[config.mk]
export PLATFORM = sky130hd
export DESIGN_NAME = uhc_dev_flat
export DESIGN_NICKNAME = d
export VERILOG_FILES = /design/src/uhc_pkg.sv /design/src/uhc_if.sv /design/src/uhc_dev.sv /design/src/flat_wrapper.sv
export SDC_FILE = /design/constraint.sdc
export NUM_CORES = 1
export LEC_CHECK = 0
export BUFFER_PORTS_ARGS = -buffer_cell sky130_fd_sc_hd__buf_2
export CAP_MARGIN = 25
export CORE_MARGIN = 5
export CORE_UTILIZATION = 30
export CTS_CLUSTER_SIZE = 12
export DETAILED_ROUTE_END_ITERATION = 10
export MAX_ROUTING_LAYER = met4
export PLACE_DENSITY = 0.56
export SETUP_SLACK_MARGIN = 0.2
export SYNTH_ARGS = -nofsm -noshare
export SYNTH_HDL_FRONTEND = slang
export SYNTH_SLANG_ARGS = --single-unit
[constraint.sdc]
create_clock -name hclk -period 2.7 [get_ports hclk]
set_clock_uncertainty 0.2 [all_clocks]
set_input_delay 0.81 -clock hclk [delete_from_list [all_inputs] [get_ports hclk]]
set_output_delay 0.81 -clock hclk [all_outputs]
set_load 0.05 [all_outputs]
[src/uhc_pkg.sv]
// Package of shared constants for the host controller mode registers
package uhc_pkg;
  // Command codes: read codes have bit 7 low, write codes bit 7 high
  localparam logic [7:0] CMD_REVISION_RD = 8'h00;
  localparam logic [7:0] CMD_CONTROL_RD = 8'h01;
  localparam logic [7:0] CMD_CONTROL_WR = 8'h81;
  // Field positions of the control register, and the top bit of the revision byte
  localparam int unsigned REMOTE_WAKEUP_ENABLE_BIT = 10;
  localparam int unsigned REMOTE_WAKEUP_CONNECTED_BIT = 9;
  localparam int unsigned FUNCTIONAL_STATE_LSB = 6;
  localparam int unsigned REVISION_MSB = 7;
  // Writable bits and reset value of the control register
  localparam logic [31:0] CONTROL_WRITE_MASK = 32'h0000_06c0;
  localparam logic [31:0] CONTROL_RESET = 32'h0000_0000;
  // Timing at 100 MHz
  localparam int unsigned CLK_PERIOD_NS = 10;
  localparam int unsigned SOF_DELAY_US = 1000;
  localparam int unsigned SOF_DELAY_CYCLES = SOF_DELAY_US * 1000 / CLK_PERIOD_NS;
  localparam int unsigned SOFT_RESET_MS = 10;
  localparam int unsigned SOFT_RESET_CYCLES_MAX = SOFT_RESET_MS * 1000000 / CLK_PERIOD_NS;
  localparam int unsigned SOFT_RESET_CYCLES = 16;
  // Functional states; the codes are fixed by the register field encoding
  typedef enum logic [1:0] {
    UHC_STATE_RESET = 2'h0,
    UHC_STATE_RESUME = 2'h1,
    UHC_STATE_OPERATIONAL = 2'h2,
    UHC_STATE_SUSPEND = 2'h3
  } uhc_state_e;
  // Host-side register map of the master's own block
  localparam logic [3:0] HR_CMD = 4'h0;
  localparam logic [3:0] HR_WDATA = 4'h4;
  localparam logic [3:0] HR_RDATA = 4'h8;
  localparam logic [3:0] HR_STATUS = 4'hc;
  localparam logic [3:0] HR_MASK = 4'h0;
  localparam int unsigned ST_DONE_BIT = 0;
  localparam int unsigned ST_WAKE_BIT = 1;
  localparam int unsigned ST_BUSY_BIT = 2;
endpackage : uhc_pkg

[src/uhc_if.sv]
// Command link between the host processor end and the controller end
`timescale 1ns/10ps
interface uhc_if;
  logic cmd_valid; // Host presents a command
  logic [7:0] cmd_code; // Command code
  logic [31:0] cmd_wdata; // Write data
  logic cmd_ready; // Device takes the command
  logic rsp_valid; // Read data valid, one cycle
  logic [31:0] rsp_rdata; // Read data
  modport dev (input cmd_valid, input cmd_code, input cmd_wdata,
               output cmd_ready, output rsp_valid, output rsp_rdata);
  modport host (output cmd_valid, output cmd_code, output cmd_wdata,
                input cmd_ready, input rsp_valid, input rsp_rdata);
endinterface : uhc_if

[src/uhc_dev.sv]
// Controller end: revision and mode control registers with state logic
`timescale 1ns/10ps
// Summary of operation
// - Revision low byte holds BCD version, fixed
// - Revision read by code 00, never written
// - Control read by 01, written by 81
// - Wakeup enable changes only by driver writes
// - Enable plus resume-detected signals remote wakeup
// - Wakeup enable never gates interrupt generation
// - Wakeup connected cleared by hard reset or a control write, not by soft reset
// - Firmware sets wakeup connected during self test
// - State codes: reset, resume, operational, suspend
// - Frames start 1 ms after entering operational
// - Driver checks start-of-frame flag after entering
// - Hardware changes state only while suspended
// - Suspended plus resume signaling moves to resume
// - Soft reset enters suspend within 10 ms
module uhc_dev #(
  parameter logic [7:0] REVISION = 8'h10, // Arbitrary value
  parameter int unsigned SOF_DELAY = uhc_pkg::SOF_DELAY_CYCLES
) (
  input wire logic hclk,
  input wire logic hresetn,
  input wire logic clk_en,
  uhc_if.dev link,
  input wire logic soft_reset_command, // Pulse starting a software reset
  input wire logic resume_signal, // Resume signaling seen on the bus
  input wire logic resume_detected, // Resume-detected status bit
  input wire logic [7:0] irq_events, // Raw interrupt events
  input wire logic [7:0] irq_enable, // Interrupt enables
  output logic irq_out, // Interrupt request
  output logic remote_wakeup, // Wakeup toward the host system
  output logic start_of_frame_flag, // Pulse when frame generation begins
  output logic sof_running, // Frames are being generated
  output logic soft_reset_busy // Software reset in progress
);
  // Control fields held by the controller; reserved bits have no storage at all
  logic wake_en_q; // Remote wakeup enable, written by the driver only
  logic wake_conn_q; // Remote wakeup connected, kept across a software reset
  // Functional state and its one-cycle history
  uhc_pkg::uhc_state_e state_q; // Functional state
  uhc_pkg::uhc_state_e state_prev_q; // State one cycle earlier, to spot an entry
  // Frame start timing
  logic [31:0] sof_cnt_q; // Cycles left before the first frame
  logic sof_wait_q; // Counting towards the first frame
  // Software reset progress
  logic [7:0] srst_cnt_q; // Cycles left of the software reset
  // Command decode
  logic wr_ctrl; // Control write taken in this cycle
  logic rd_any; // Read command of any code taken in this cycle
  logic [31:0] ctrl_view; // Control register as software sees it

  // Commands are taken on every enabled edge. Tying ready to the enable
  // keeps a frozen device from swallowing a command it cannot act on.
  assign link.cmd_ready = clk_en;
  // Control writes are refused while a software reset is still running
  assign wr_ctrl = link.cmd_valid && link.cmd_code == uhc_pkg::CMD_CONTROL_WR
                   && !soft_reset_busy;
  // Read codes have bit 7 low; the answer follows one cycle later
  assign rd_any = link.cmd_valid && !link.cmd_code[7];

  // Control register view; reserved bits are constant zero, so writes to
  // them are dropped without any extra logic
  always_comb begin
    ctrl_view = uhc_pkg::CONTROL_RESET;
    ctrl_view[uhc_pkg::REMOTE_WAKEUP_ENABLE_BIT] = wake_en_q;
    ctrl_view[uhc_pkg::REMOTE_WAKEUP_CONNECTED_BIT] = wake_conn_q;
    ctrl_view[uhc_pkg::FUNCTIONAL_STATE_LSB +: 2] = state_q;
  end

  // Read response. The data word is loaded only by a read, so it stands
  // until the next read, however long the host takes to fetch it.
  // Writes with an unused code, 80 included, fall through and do nothing.
  always_ff @(posedge hclk or negedge hresetn) begin
    if (!hresetn) begin
      link.rsp_valid <= 1'b0;
      link.rsp_rdata <= 32'h0000_0000;
    end else if (clk_en) begin
      // One-cycle answer strobe for every read
      link.rsp_valid <= rd_any;
      if (rd_any) begin
        if (link.cmd_code == uhc_pkg::CMD_REVISION_RD) begin
          // Fixed value; no write path reaches it
          link.rsp_rdata <= {24'h00_0000, REVISION};
        end else if (link.cmd_code == uhc_pkg::CMD_CONTROL_RD) begin
          // Live view of the control fields
          link.rsp_rdata <= ctrl_view;
        end else begin
          // Unknown read codes answer zero rather than stale data
          link.rsp_rdata <= 32'h0000_0000;
        end
      end
    end
  end

  // Enable bit. Only a driver write touches it: no state change, soft reset
  // or wakeup event may alter it behind the driver's back.
  always_ff @(posedge hclk or negedge hresetn) begin
    if (!hresetn) begin
      // Hardware reset clears the field
      wake_en_q <= 1'b0;
    end else if (clk_en && wr_ctrl) begin
      // Field copied from the write word
      wake_en_q <= link.cmd_wdata[uhc_pkg::REMOTE_WAKEUP_ENABLE_BIT];
    end
  end

  // Connected bit. Firmware sets it during its self test; a software reset
  // leaves it alone; a hardware reset or a control write can clear it.
  always_ff @(posedge hclk or negedge hresetn) begin
    if (!hresetn) begin
      wake_conn_q <= 1'b0;
    end else if (clk_en && wr_ctrl) begin
      // Written like any control field by the firmware's write
      wake_conn_q <= link.cmd_wdata[uhc_pkg::REMOTE_WAKEUP_CONNECTED_BIT];
    end
  end

  // Functional state. Priority: software reset, then a driver write, then the
  // one change the controller makes itself, resume detection in suspend.
  // Outside suspend the controller never moves the field on its own.
  always_ff @(posedge hclk or negedge hresetn) begin
    if (!hresetn) begin
      state_q <= uhc_pkg::UHC_STATE_RESET;
      state_prev_q <= uhc_pkg::UHC_STATE_RESET;
    end else if (clk_en) begin
      // Delayed copy feeds the operational entry detector
      state_prev_q <= state_q;
      if (soft_reset_command) begin
        // Software reset parks the controller in suspend
        state_q <= uhc_pkg::UHC_STATE_SUSPEND;
      end else if (wr_ctrl) begin
        // Driver write, any of the four codes
        state_q <= uhc_pkg::uhc_state_e'(link.cmd_wdata[uhc_pkg::FUNCTIONAL_STATE_LSB +: 2]);
      end else if (state_q == uhc_pkg::UHC_STATE_SUSPEND && resume_signal) begin
        // Resume signaling seen while suspended
        state_q <= uhc_pkg::UHC_STATE_RESUME;
      end
    end
  end

  // Software reset sequencer. The sequence length sits far inside the 10 ms
  // bound; control writes are held off until it is done.
  always_ff @(posedge hclk or negedge hresetn) begin
    if (!hresetn) begin
      srst_cnt_q <= 8'h00;
    end else if (clk_en) begin
      if (soft_reset_command) begin
        // A new pulse restarts the count
        srst_cnt_q <= 8'(uhc_pkg::SOFT_RESET_CYCLES);
      end else if (srst_cnt_q != 8'h00) begin
        // Count down to idle
        srst_cnt_q <= srst_cnt_q - 8'h01;
      end
    end
  end
  // Busy while any count remains
  assign soft_reset_busy = srst_cnt_q != 8'h00;

  // Frame start delay after any entry into operational. The count is loaded
  // one cycle after the state changes and ends one cycle before the flag, so
  // it starts two short and the flag rises SOF_DELAY cycles after the write.
  // SOF_DELAY below 2 is not supported.
  always_ff @(posedge hclk or negedge hresetn) begin
    if (!hresetn) begin
      sof_cnt_q <= 32'h0000_0000;
      sof_wait_q <= 1'b0;
      sof_running <= 1'b0;
      start_of_frame_flag <= 1'b0;
    end else if (clk_en) begin
      // Flag is a single-cycle pulse
      start_of_frame_flag <= 1'b0;
      if (state_q != uhc_pkg::UHC_STATE_OPERATIONAL) begin
        // Leaving operational stops frames and any pending start
        sof_wait_q <= 1'b0;
        sof_running <= 1'b0;
      end else if (state_prev_q != uhc_pkg::UHC_STATE_OPERATIONAL) begin
        // Fresh entry: arm the delay
        sof_wait_q <= 1'b1;
        sof_cnt_q <= SOF_DELAY - 32'd2;
      end else if (sof_wait_q) begin
        if (sof_cnt_q == 32'h0000_0000) begin
          // Delay over: frames begin and the flag tells the driver
          sof_wait_q <= 1'b0;
          sof_running <= 1'b1;
          start_of_frame_flag <= 1'b1;
        end else begin
          // Count down
          sof_cnt_q <= sof_cnt_q - 32'd1;
        end
      end
    end
  end

  // Wakeup and interrupt outputs. The enable bit only gates the wakeup; the
  // interrupt path does not look at it at all.
  always_ff @(posedge hclk or negedge hresetn) begin
    if (!hresetn) begin
      // Both outputs idle low
      remote_wakeup <= 1'b0;
      irq_out <= 1'b0;
    end else if (clk_en) begin
      // Wakeup needs both the enable and the resume-detected status
      remote_wakeup <= wake_en_q && resume_detected;
      // Any enabled event raises the interrupt
      irq_out <= |(irq_events & irq_enable);
    end
  end
endmodule : uhc_dev

[src/flat_wrapper.sv]
// flat-port wrapper written by rule: the top's interface ports become plain ports
module uhc_dev_flat 
#(
  parameter logic [7:0] REVISION = 8'h10,                   
  parameter int unsigned SOF_DELAY = uhc_pkg::SOF_DELAY_CYCLES
)
  (hclk, hresetn, clk_en, soft_reset_command, resume_signal, resume_detected, irq_events, irq_enable, irq_out, remote_wakeup, start_of_frame_flag, sof_running, soft_reset_busy, link_cmd_valid, link_cmd_code, link_cmd_wdata, link_cmd_ready, link_rsp_valid, link_rsp_rdata);
  uhc_if link_i ();
  input wire logic hclk;
  input wire logic hresetn;
  input wire logic clk_en;
  input wire logic soft_reset_command;
  input wire logic resume_signal;
  input wire logic resume_detected;
  input wire logic [7:0] irq_events;
  input wire logic [7:0] irq_enable;
  output logic irq_out;
  output logic remote_wakeup;
  output logic start_of_frame_flag;
  output logic sof_running;
  output logic soft_reset_busy;
  input wire logic [$bits(link_i.cmd_valid)-1:0] link_cmd_valid;
  input wire logic [$bits(link_i.cmd_code)-1:0] link_cmd_code;
  input wire logic [$bits(link_i.cmd_wdata)-1:0] link_cmd_wdata;
  output wire logic [$bits(link_i.cmd_ready)-1:0] link_cmd_ready;
  output wire logic [$bits(link_i.rsp_valid)-1:0] link_rsp_valid;
  output wire logic [$bits(link_i.rsp_rdata)-1:0] link_rsp_rdata;
  assign link_i.cmd_valid = link_cmd_valid;
  assign link_i.cmd_code = link_cmd_code;
  assign link_i.cmd_wdata = link_cmd_wdata;
  assign link_cmd_ready = link_i.cmd_ready;
  assign link_rsp_valid = link_i.rsp_valid;
  assign link_rsp_rdata = link_i.rsp_rdata;
  uhc_dev #(.REVISION(REVISION), .SOF_DELAY(SOF_DELAY)) u_core (.hclk(hclk), .hresetn(hresetn), .clk_en(clk_en), .link(link_i), .soft_reset_command(soft_reset_command), .resume_signal(resume_signal), .resume_detected(resume_detected), .irq_events(irq_events), .irq_enable(irq_enable), .irq_out(irq_out), .remote_wakeup(remote_wakeup), .start_of_frame_flag(start_of_frame_flag), .sof_running(sof_running), .soft_reset_busy(soft_reset_busy));
endmodule
==> flow_summary.yaml <==
status:
  outcome: "finished, violations left"
  violations: "negative setup slack"
timing:
  fin_ws_ps: -34.0
  fmax_mhz: 366
  drv_slew: 0
  hold_viol: 0
  rsz0062_at_grt: "yes"
  max_slew_margin: 0.658
  min_period_ps: 2730
  finalCritPeriodShare: 1.01
  worst_pin_slew_ps: 513
  setup_viol: 1
  finalSetupTns_ps: -34.0
clock_network:
  cts_tree: "yes"
  cts_buffer_depth: 2
  h-tree-depth: 3
  clock-root-buffer: "clkbuf_8"
  holdBufCountCts: 0
  numCtsBuffers: 9
  clock-sinks: 57
  clkTransAtPathRegs_ps: 70
  insertion_delay_ps: 340
route:
  drt-pass1-iter-count: 4
  vias: 2827
  routedWlPerCell_um: 14.1
  drtAntennaViolNets: 0
  drt_iter0_drc: 111
  wirelength_um: 7810
  drc: 0
  vias_per_cell: 5.10
setup_path:
  crit_chain: "inv_1, ha_2, or3b_4, nand3b_1, buf_6"
  reg2reg_depth: 6
  slowest_stage: "dfrtp_1"
  timing.rr.start: "u_core.sof_cnt_q[26]$_DFFE_PN0P_"
  cp_slowest_stage_delay_ps: 390
  startpoint_type: "register"
  timing.rr.end: "u_core.sof_cnt_q[21]$_DFFE_PN0P_"
  required_ps: 1690
  r2r_slack_ps: 340
  critPathArrivalTime_ps: 1720
  cp_max_fo: 2
  cp-end-kind: "output port"
  critPathKind: "reg -> out"
synth:
  synthCells: 343
  synthDistinctLibCells: 60
  async_flop_share: 1.00
  synth_seq_area_share: 0.431
  ys_warn_count: 0
  syn_area_um2: 3310
  syn_avg_cell_area_um2: 9.66
  ys_seq_elements: 57
  synth-edff-count: 0
  synthFlopType: "dfrtp_1"
flow_run:
  maxCapViolCount: 0
floorplan:
  fp-row-count: 38
  io_pins: 102
  die_x_um: 115
  start_util: 0.306
  coreArea_um2: 10800
  fp.dieH_um: 115
  die_area_um2: 13200
cells_and_area:
  num_antenna_cells: 0
  drive_above_1_share: 0.297
  final_util: 0.370
  final_cell_area_um2: 4020
  synthToLayoutAreaGrowth_pct: 21.2
  num-fill-cells: 1133
  finalNetCount: 475
place:
  place_congestion: 0.790
  io_buffer_count: 46
  post-dp-hpwl_um: 5650
  post-place-ws_ps: 87.5
  dpl_cell_area_um2: 3730
power_and_ir_drop:
  finalPower_mw: 2.37
  irDropWorstVdd_mv: 0.227
  power_density_nw_per_um2: 589
  cellLeakagePower_nw: 1.75
global_route:
  grt_pass1_vias: 2830
  overflow: 0
  grt_max_degree: 39
  grt_pass1_wl_um: 13200
  track_usage: 0.127
  antenna_found_initial: 0
hold_path:
  hold_class: "in -> async"
==> how the worst max path moves through the flow <==
stage                                     start                               end  slack (ps)  depth (start not counted)
2_1_floorplan  u_core.srst_cnt_q[0]$_DFFE_PN0P_  u_core.srst_cnt_q[2]$_DFFE_PN0P_         -80                          8
3_3_place_gp                             clk_en  u_core.sof_cnt_q[29]$_DFFE_PN0P_         150                          6
3_5_place_dp                             clk_en  u_core.sof_cnt_q[29]$_DFFE_PN0P_          90                          6
4_1_cts        u_core.srst_cnt_q[0]$_DFFE_PN0P_                   soft_reset_busy         -50                          5
5_1_grt        u_core.srst_cnt_q[0]$_DFFE_PN0P_                   soft_reset_busy        -100                          5
6_report       u_core.srst_cnt_q[1]$_DFFE_PN0P_                   soft_reset_busy         -30                          5
==> state kept, by name, indices dropped and copies added, names as in the netlist <==
signal,cells
u_core.remote_wakeup,1
u_core.srst_cnt_q,8
u_core.wake_en_q,1
u_core.state_q,2
u_core.sof_running,1
u_core.start_of_frame_flag,1
u_core.link.rsp_rdata,5
u_core.link.rsp_valid,1
u_core.sof_cnt_q,32
u_core.wake_conn_q,1
u_core.state_prev_q,2
u_core.sof_wait_q,1
u_core.irq_out,1
==> power breakdown <==
group | total (mW) | internal (mW) | switching, mW
Sequential | 1.02 | 0.931 | 0.0888
Combinational | 0.533 | 0.222 | 0.312
Clock | 0.812 | 0.469 | 0.343
Total | 2.37 | 1.62 | 0.744
==> per-stage QoR <==
step                      hold WS (ps)  std cells
final                              228        554
after global routing               264        554
after CTS                          225        551
after detailed placement           260        532
after global placement             274        532
after floorplan                    261        369
==> per-layer routing <==
metal / vias up / GRT usage / part of all wire
li1: 1369 / - / -
met1: 1368 / 0.165 / 0.47
met2: 81 / 0.191 / 0.46
met3: 9 / 0.0289 / 0.059
met4: 0 / 0.0532 / 0.012
met5: - / - / 0
==> what timing repair did <==
item	CTS	global route
setup buffers	4	3
setup endpoints to repair	5	17
pin swaps	1	1
resized for setup	3	6
==> cells by family after synthesis <==
family / synth area share
AO/OA/AOI/OAI: 0.198
XOR/XNOR: 0.0106
adder cells (fa/ha/maj): 0.00755
buffers and inverters: 0.102
flip-flops: 0.431
multiplexers: 0.0166
other: 0.00113
AND/OR/NAND/NOR: 0.234
==> cell usage in the layout, fill, tap and decap left out, types with 12 or more instances in the layout <==
| master | n |
|---|---|
| dfrtp_1 | 56 |
| buf_2 | 44 |
| conb_1 | 27 |
| buf_4 | 24 |
| nor2_1 | 20 |
| nor3_1 | 15 |
| nand2_1 | 14 |
| a21oi_1 | 14 |
| o21ai_0 | 13 |
| inv_1 | 12 |
| or4_1 | 12 |
==> cell type report <==
| class | count | area [um^2] | share of cell area |
|---|---|---|---|
| Clock buffer | 12 | 155 | 0.0386 |
| Clock inverter | 3 | 40.0 | 0.00997 |
| Inverter | 12 | 45.0 | 0.0112 |
| Multi-Input combinational cell | 257 | 1700 | 0.424 |
| Sequential cell | 57 | 1430 | 0.356 |
| Tap cell | 140 | 175 | 0.0436 |
| Timing Repair Buffer | 73 | 470 | 0.117 |
==> synth_stat cells (4+ instances only) <==
library cell,n,area (um^2)
nor4_1,11,68.8
or3_1,11,68.8
inv_1,12,45.0
buf_4,28,210
dfrtp_1,57,1430
nand3_1,10,50.1
mux2_2,4,45.0
nor2_1,20,75.1
nand2_1,14,52.6
o21ai_0,14,70.1
nand2b_1,4,25.0
a21oi_2,7,61.3
clkbuf_1,9,33.8
o21ai_2,5,43.8
xnor2_1,4,35.0
and3_1,4,25.0
a31oi_1,4,25.0
or4_1,13,97.6
a21oi_1,14,70.1
and4_1,4,35.0
nor3_1,16,80.1
o31ai_1,10,75.1
a22o_1,7,61.3
==> worst max-delay path, delay by kind of cell, from the launching register on <==
family                     cells  cell delay, ps
and+or+nand+nor                2             580
adders and majority gates      1             160
DFF                            1             390
buffers and inverters          2             250
Power figures use the tool's default switching activity.
